**src/hw/sram_ctl_defines.vh**
```
/*
  Constants for the synchronous burst SRAM control front end: widths,
  reset values and the burst-order encoding.
  Assumes it is included by bare name from the design files under hw/.
*/
`ifndef SRAM_CTL_DEFINES_VH
`define SRAM_CTL_DEFINES_VH

// ----------------------------------------
// Widths
// ----------------------------------------
`define SRAM_ADDR_W      19
`define SRAM_LANES       4
`define SRAM_LANE_W      9
`define SRAM_CNT_W       2

// ----------------------------------------
// Burst order select levels
// ----------------------------------------
`define SRAM_ORDER_LINEAR     1'h0
`define SRAM_ORDER_INTERLEAVE 1'h1

// ----------------------------------------
// Reset values
// ----------------------------------------
`define SRAM_CNT_RST     2'h0
`define SRAM_LANE_RST    4'h0
`define SRAM_PIN_HI_RST  1'h1
`define SRAM_BIT_RST     1'h0

`endif

```
**src/hw/sync_burst_sram_control.v**
```verilog
/*
  Control front end of a synchronous pipelined burst SRAM: address
  capture under the two strobes, chip-select decode, burst counter,
  byte and global write qualification and data pin direction control.
  Assumes the controlling party drives all synchronous inputs from the
  same clk; output enable and burst order are pins and are synchronised.
*/
// Notes on behaviour
// - The address is captured only on an edge with a strobe low and all chip selects active.
// - The two low address bits seed a two-bit burst counter that makes the later low bits.
// - Byte lane selects are active low and write their lane only with byte write enable low.
// - A low global write writes every lane regardless of lane selects and byte write enable.
// - Within a burst the counter steps on each edge with advance low and holds otherwise.
// - The part is selected only when primary and expand-low selects are low and expand-high is high.
// - Output enable is active low: low drives the data pins, high tristates them for input.
// - The first read clock after a deselected state keeps the outputs tristated.
// - A sampled low advance steps the internally generated burst address.
// - A low processor strobe loads the address register and seeds the burst counter.
// - With both strobes low and the primary select low only the processor strobe is acted on.
// - A low controller strobe also captures the address and seeds the burst counter.
// - Outputs are tristated in write data phases, after leaving deselect, and while deselected.
`timescale 1ns/10ps
`include "sram_ctl_defines.vh"

module sync_burst_sram_control #(
  parameter ADDR_W = `SRAM_ADDR_W,
  parameter LANES  = `SRAM_LANES,
  parameter LANE_W = `SRAM_LANE_W
) (
  // Clock and reset
  input  wire                    clk,
  input  wire                    rst_n,
  // Address and strobes
  input  wire [ADDR_W-1:0]       addr,
  input  wire                    proc_addr_strobe_n,
  input  wire                    ctrl_addr_strobe_n,
  input  wire                    burst_advance_n,
  // Chip selects
  input  wire                    chip_sel_primary_n,
  input  wire                    chip_sel_expand_hi,
  input  wire                    chip_sel_expand_n,
  // Write controls
  input  wire                    byte_write_enable_n,
  input  wire [LANES-1:0]        byte_lane_select_n,
  input  wire                    global_write_n,
  // Pins from outside the clock domain
  input  wire                    output_enable_n,
  input  wire                    burst_order_sel,
  // Data pins
  input  wire [LANES*LANE_W-1:0] dq_i,
  output reg  [LANES*LANE_W-1:0] dq_o,
  output reg                     dq_oe,
  // Memory array side
  input  wire [LANES*LANE_W-1:0] mem_rdata,
  output reg  [ADDR_W-1:0]       mem_addr_q,
  output reg                     mem_rd_q,
  output reg  [LANES-1:0]        mem_wr_lane_q,
  output reg  [LANES*LANE_W-1:0] mem_wdata_q,
  output reg                     selected_q
);

  localparam CNT_W = `SRAM_CNT_W;

  // ----------------------------------------
  // Pin synchronisers
  // ----------------------------------------
  // Output enable acts after three clocks rather than truly asynchronously;
  // the price of keeping every output on a flip-flop.
  reg                    oe_n_s1_q;
  reg                    oe_n_s2_q;
  reg                    order_s1_q;
  reg                    order_s2_q;

  always @(posedge clk)
  begin
    if (!rst_n)
    begin
      oe_n_s1_q  <= `SRAM_PIN_HI_RST;
      oe_n_s2_q  <= `SRAM_PIN_HI_RST;
      order_s1_q <= `SRAM_ORDER_LINEAR;
      order_s2_q <= `SRAM_ORDER_LINEAR;
    end
    else
    begin
      oe_n_s1_q  <= output_enable_n;
      oe_n_s2_q  <= oe_n_s1_q;
      order_s1_q <= burst_order_sel;
      order_s2_q <= order_s1_q;
    end
  end

  // ----------------------------------------
  // Strobe and select decode
  // ----------------------------------------
  wire chip_sel;
  wire proc_start;
  wire ctrl_start;
  wire start;
  wire start_ok;
  wire deselect;

  assign chip_sel   = !chip_sel_primary_n && chip_sel_expand_hi
                      && !chip_sel_expand_n;
  assign proc_start = !proc_addr_strobe_n && !chip_sel_primary_n;
  assign ctrl_start = !ctrl_addr_strobe_n && !proc_start;
  assign start      = proc_start || ctrl_start;
  assign start_ok   = start && chip_sel;
  assign deselect   = start && !chip_sel;

  // ----------------------------------------
  // Burst state and upper address
  // ----------------------------------------
  reg                    active_q;
  reg                    active_d;
  reg                    desel_q;
  reg                    desel_d;
  reg [ADDR_W-1:0]       upper_q;
  reg [ADDR_W-1:0]       upper_d;
  wire                   step;
  wire [CNT_W-1:0]       low_next;

  assign step = active_q && !start && !burst_advance_n;

  always @*
  begin
    active_d = active_q;
    desel_d  = desel_q;
    upper_d  = upper_q;
    if (start_ok)
    begin
      active_d = 1'b1;
      desel_d  = 1'b0;
      upper_d  = addr;
    end
    else if (deselect)
    begin
      active_d = 1'b0;
      desel_d  = 1'b1;
    end
  end

  always @(posedge clk)
  begin
    if (!rst_n)
    begin
      active_q <= `SRAM_BIT_RST;
      desel_q  <= 1'b1;
      upper_q  <= {ADDR_W{1'b0}};
    end
    else
    begin
      active_q <= active_d;
      desel_q  <= desel_d;
      upper_q  <= upper_d;
    end
  end

  burst_counter #(
    .CNT_W      (CNT_W)
  ) u_burst_counter (
    .clk        (clk),
    .rst_n      (rst_n),
    .load       (start_ok),
    .seed       (addr[CNT_W-1:0]),
    .step       (step),
    .interleave (order_s2_q == `SRAM_ORDER_INTERLEAVE),
    .low_next   (low_next)
  );

  // ----------------------------------------
  // Write qualification
  // ----------------------------------------
  // A processor-strobe start is always a read; writes follow on later edges.
  reg  [LANES-1:0]       lanes_d;
  wire                   wr_allowed;

  assign wr_allowed = active_d && !proc_start;

  always @*
  begin
    lanes_d = {LANES{1'b0}};
    if (wr_allowed)
    begin
      if (!global_write_n)
        lanes_d = {LANES{1'b1}};
      else if (!byte_write_enable_n)
        lanes_d = ~byte_lane_select_n;
    end
  end

  // ----------------------------------------
  // Access issue
  // ----------------------------------------
  reg                    rd_first_q;
  wire                   rd_d;

  assign rd_d = active_d && (lanes_d == {LANES{1'b0}});

  always @(posedge clk)
  begin
    if (!rst_n)
    begin
      mem_addr_q    <= {ADDR_W{1'b0}};
      mem_rd_q      <= `SRAM_BIT_RST;
      mem_wr_lane_q <= `SRAM_LANE_RST;
      mem_wdata_q   <= {(LANES*LANE_W){1'b0}};
      selected_q    <= `SRAM_BIT_RST;
      rd_first_q    <= `SRAM_BIT_RST;
    end
    else
    begin
      mem_addr_q    <= {upper_d[ADDR_W-1:CNT_W], low_next};
      mem_rd_q      <= rd_d;
      mem_wr_lane_q <= lanes_d;
      if (lanes_d != {LANES{1'b0}})
        mem_wdata_q <= dq_i;
      selected_q    <= active_d;
      rd_first_q    <= rd_d && desel_q && start_ok;
    end
  end

  // ----------------------------------------
  // Data pin direction
  // ----------------------------------------
  // Read data is taken while mem_rd_q is high and driven the next cycle.
  always @(posedge clk)
  begin
    if (!rst_n)
    begin
      dq_o  <= {(LANES*LANE_W){1'b0}};
      dq_oe <= `SRAM_BIT_RST;
    end
    else
    begin
      if (mem_rd_q)
        dq_o <= mem_rdata;
      dq_oe <= mem_rd_q && !rd_first_q && !oe_n_s2_q;
    end
  end

endmodule // sync_burst_sram_control

```
**src/hw/burst_counter.v**
```verilog
/*
  Two-bit burst address generator: holds the seed taken from the low
  address bits and an offset that steps on advance, and forms the low
  address in linear or interleaved order.
  Assumes load and step are never high together.
*/
`timescale 1ns/10ps
`include "sram_ctl_defines.vh"

module burst_counter #(
  parameter CNT_W = `SRAM_CNT_W
) (
  // Clock and reset
  input  wire             clk,
  input  wire             rst_n,
  // Control
  input  wire             load,
  input  wire [CNT_W-1:0] seed,
  input  wire             step,
  input  wire             interleave,
  // Low address of the access taken at this edge
  output reg  [CNT_W-1:0] low_next
);

  reg  [CNT_W-1:0] base_q;
  reg  [CNT_W-1:0] offs_q;
  reg  [CNT_W-1:0] base_d;
  reg  [CNT_W-1:0] offs_d;

  // ----------------------------------------
  // Next seed and offset
  // ----------------------------------------
  always @*
  begin
    base_d = base_q;
    offs_d = offs_q;
    if (load)
    begin
      base_d = seed;
      offs_d = {CNT_W{1'b0}};
    end
    else if (step)
    begin
      // Offset wraps inside the four-location group
      offs_d = offs_q + {{(CNT_W-1){1'b0}}, 1'b1};
    end
    if (interleave)
      low_next = base_d ^ offs_d;
    else
      low_next = base_d + offs_d;
  end

  always @(posedge clk)
  begin
    if (!rst_n)
    begin
      base_q <= `SRAM_CNT_RST;
      offs_q <= `SRAM_CNT_RST;
    end
    else
    begin
      base_q <= base_d;
      offs_q <= offs_d;
    end
  end

endmodule // burst_counter

```
**config.mk**
```make
export PLATFORM = sky130hd
export DESIGN_NAME = sync_burst_sram_control
export DESIGN_NICKNAME = d
export VERILOG_FILES = /design/src/hw/sync_burst_sram_control.v /design/src/hw/burst_counter.v
export VERILOG_INCLUDE_DIRS = /design/src /design/src/hw
export SDC_FILE = /design/constraint.sdc
export NUM_CORES = 1
export LEC_CHECK = 0
export BUFFER_PORTS_ARGS = -buffer_cell sky130_fd_sc_hd__buf_2
export CAP_MARGIN = 20
export CORE_UTILIZATION = 30
export DETAILED_ROUTE_END_ITERATION = 8
export PLACE_DENSITY = 0.57
export SLEW_MARGIN = 30
export SYNTH_ARGS = -nofsm -noshare
export SYNTH_HDL_FRONTEND = slang
export SYNTH_SLANG_ARGS = --single-unit
```
**constraint.sdc**
```tcl
create_clock -name clk -period 4.45 [get_ports clk]
set_clock_uncertainty 0.05 [all_clocks]
set_input_delay 0.2225 -clock clk [delete_from_list [all_inputs] [get_ports clk]]
set_output_delay 0.2225 -clock clk [all_outputs]
set_load 0.02 [all_outputs]
```
==> impl_results.md <==
- Status: finished clean
- Clock-pin slew on the worst setup and hold paths: 0.07 ns
- Final Setup Violations: 0
- Net Count, Synth: 482
- Syn-to-layout area delta: 35.16%
- # H-tree levels: 3
- Max incr delay on CP: 0.75 ns
- Grt met1 use: 0.1464
- Routability cong.: 0.7495
- Crit path to: mem_addr_q[1]$_SDFF_PN0_
- Leakage: 2.675 nW
- Most frequent cell after synthesis: dfxtp_1
- Number of synthesized flops with an enable pin: 0
- Hold Vio Cnt, Final: 0
- Top post-synthesis cells by count: dfxtp_1, mux2i_1, nor2b_1, nand2_1, a21boi_0
- Multi-input gate area: 0.001764 mm²
- Clock Path Buffers: 2
- Post-CTS Setup Bufs: 0
- CP Max Fanout: 24
- Slew headroom: 0.4074
- Synthesized instance count: 374
- Crit Path Category: input pin to register
- DR WL/cell: 12.21 µm
- Core area: 0.01324 mm²
- First-pass GRT wire length: 14760 µm
- WL final: 9148 µm
- Port Buffers: 204
- Mean Syn Cell Area: 10.90 µm²
- Crit path required time: 4.63 ns
- Antenna violations before repair: 0
- Final net count: 676
- Worst vdd ir: 0.1666 mV
- DRC violations left: 0
- Fraction of layout cells with a size suffix above 1: 0.3909
- Vias per cell: 4.251
- Max Cap Viol: 0
- Crit. Startpoint: chip_sel_primary_n
- FF-to-FF path depth: 7
- DR vias: 3184
- Largest area contributor in the netlist: dfxtp_1
- Initial Utilization: 0.3077
- Sequential-to-total area share from yosys stat: 0.5305
- Most used DFF post-synth: dfxtp_1
- Design Area, Final: 0.005508 mm²
- Vias in the first global route: 3157
- Clock Latency Late Sink: 0.34 ns
- Synth Register Bits: 108
- Post-route minimum period: 2.130 ns
- Pwr dens: 365.7 mW/mm²
- Die Y: 118.6 µm
- Max Fclk: 0.4695 GHz
- Crit path DAT: 2.31 ns
- Max-slew violations: 0
- HPWL Detailed: 6614 µm
- Top post-synthesis cells by area: dfxtp_1, mux2i_1, nor2b_1
- # resized after CTS: 0
- Mapped Area: 0.004075 mm²
- Setup crit start kind: input pin
- CP max-delay cell: and2_1
- I/O Pins: 205
- Hold buffer count at cts: 1
- Worst hold path class: input pin to register
- Tcrit/Tclk final: 0.4786
- Post-synth ARST share: 0
- Fin Setup TNS: 0 ns
- Final ANT Viol Nets: 0
- Synth unique cells: 28
- Share of the synthesized area in the top cell type: 0.5305
- # rows: 42
- Ant diodes: 0
- Gr busiest metal: met2
- Slew of the pin with the lowest slew margin: 0.8889 ns
- Remaining Overflow, GRT: 0
- R2r startpoint: selected_q$_SDFF_PN0_
- Placed inst area: 0.005179 mm²
- Die X-Extent: 118.6 µm
- Reg2reg setup slack: 2.51 ns
- Critical R2R Capture: mem_addr_q[1]$_SDFF_PN0_
- First-iteration detailed-routing DRC count: 92
- Largest net degree at the start of global routing: 60
- Min Hold Slack: 0.03042 ns
- Grt met2 use: 0.2222
- Tot GR Track Use: 0.1315
- Die ar.: 0.01405 mm²
- Synth warn: 0
- DRT Pass-1 Iters: 3
- CTS tree: yes
- FF/Latch Area: 0.002166 mm²
- Fillers: 1333
- CTS Sinks: 108
- Post-Route Utilization: 0.4159
- Crit end category: register
- RSZ-0062 raised after global routing: no
- Clock Tree Root: clkbuf_16
- CP Cell Sequence: buf_2, nor3b_2, and2_1, a21oi_1, ha_1, nor2b_1, xnor2_1, mux2_1
- Met3 global-route usage: 0.03958
- CTS buffer count: 9
==> cell usage in the layout, fill, tap and decap left out, types with 3 or more instances in the layout <==
| master | count |
|---|---|
| o21ai_0 | 3 |
| and2_1 | 7 |
| mux2i_1 | 73 |
| buf_2 | 204 |
| dfxtp_1 | 107 |
| nor2_1 | 5 |
| a21boi_0 | 18 |
| o21a_1 | 5 |
| nand2_1 | 39 |
| clkbuf_16 | 9 |
| nor2b_1 | 73 |
| nand2b_1 | 3 |
==> cell families (layout without fill, tap and decap cells) <==
kind of cell               after synthesis  in the layout  share of synthesized area
buffers and inverters                   23            222                    0.03838
xor gates and xnor gates                 2              2                   0.004299
and+or+nand+nor                        135            135                     0.1851
muxes                                   74             74                     0.1821
AOI/OAI and AO/OA                       31             31                    0.05649
adders and majority gates                1              1                   0.003070
DFF                                    108            108                     0.5305
==> state kept, by name, summed over array words and instances, names as in the netlist <==
signal	count
mem_addr_q	2
order_s1_q	1
upper_q	17
dq_o	36
mem_wr_lane_q	4
u_burst_counter.offs_q	2
oe_n_s2_q	1
order_s2_q	1
mem_wdata_q	36
rd_first_q	1
oe_n_s1_q	1
dq_oe	1
u_burst_counter.base_q	2
desel_q	1
selected_q	1
mem_rd_q	1
==> worst max-delay path: cells and delay by family <==
kind / cells / cell delay (ns)
fa+ha+maj: 1 / 0.24
xor+xnor: 1 / 0.17
compound gates: 1 / 0.14
buf+inv: 1 / 0.12
mux: 1 / 0.33
simple gates: 3 / 1.09
==> routing by layer <==
metal | part of all wire | up-vias
li1 | - | 1615
met1 | 0.42 | 1437
met2 | 0.47 | 117
met3 | 0.077 | 15
met4 | 0.025 | 0
met5 | 0 | -
==> area by class of cell <==
cell class	instances	area share
Multi-Input combinational cell	243	0.3203
Tap cell	176	0.03998
Timing Repair Buffer	206	0.1886
Clock inverter	4	0.01318
Sequential cell	108	0.3932
Clock buffer	12	0.04475
==> through the flow <==
step                total power [mW]  setup WS, ns  instances
floorplan                      1.115         2.473        374
global placement               1.189         2.033        732
detailed placement             1.191         1.937        732
CTS                            2.048         2.315        749
global route                   2.107         2.172        749
finish                         2.014         2.320        749
==> worst min path at each step <==
stage,start,depth (start not counted),slack (ns),end
after global routing,burst_order_sel,2,0.03,order_s1_q$_SDFF_PN0_
after detailed placement,oe_n_s2_q$_SDFF_PN1_,1,0.34,dq_oe$_SDFF_PN0_
after CTS,burst_order_sel,2,0.01,order_s1_q$_SDFF_PN0_
final,burst_order_sel,2,0.03,order_s1_q$_SDFF_PN0_
after global placement,oe_n_s2_q$_SDFF_PN1_,1,0.34,dq_oe$_SDFF_PN0_
after floorplan,output_enable_n,1,0.27,oe_n_s1_q$_SDFF_PN1_
==> where the power goes <==
part / total (mW) / switching, mW / leakage (nW) / internal, mW
Combinational: 0.165 / 0.0806 / 1.65 / 0.0845
Clock: 0.847 / 0.339 / 0.153 / 0.508
Sequential: 1.00 / 0.0143 / 0.875 / 0.988
Total: 2.01 / 0.434 / 2.68 / 1.58
Power figures use the tool's default switching activity.
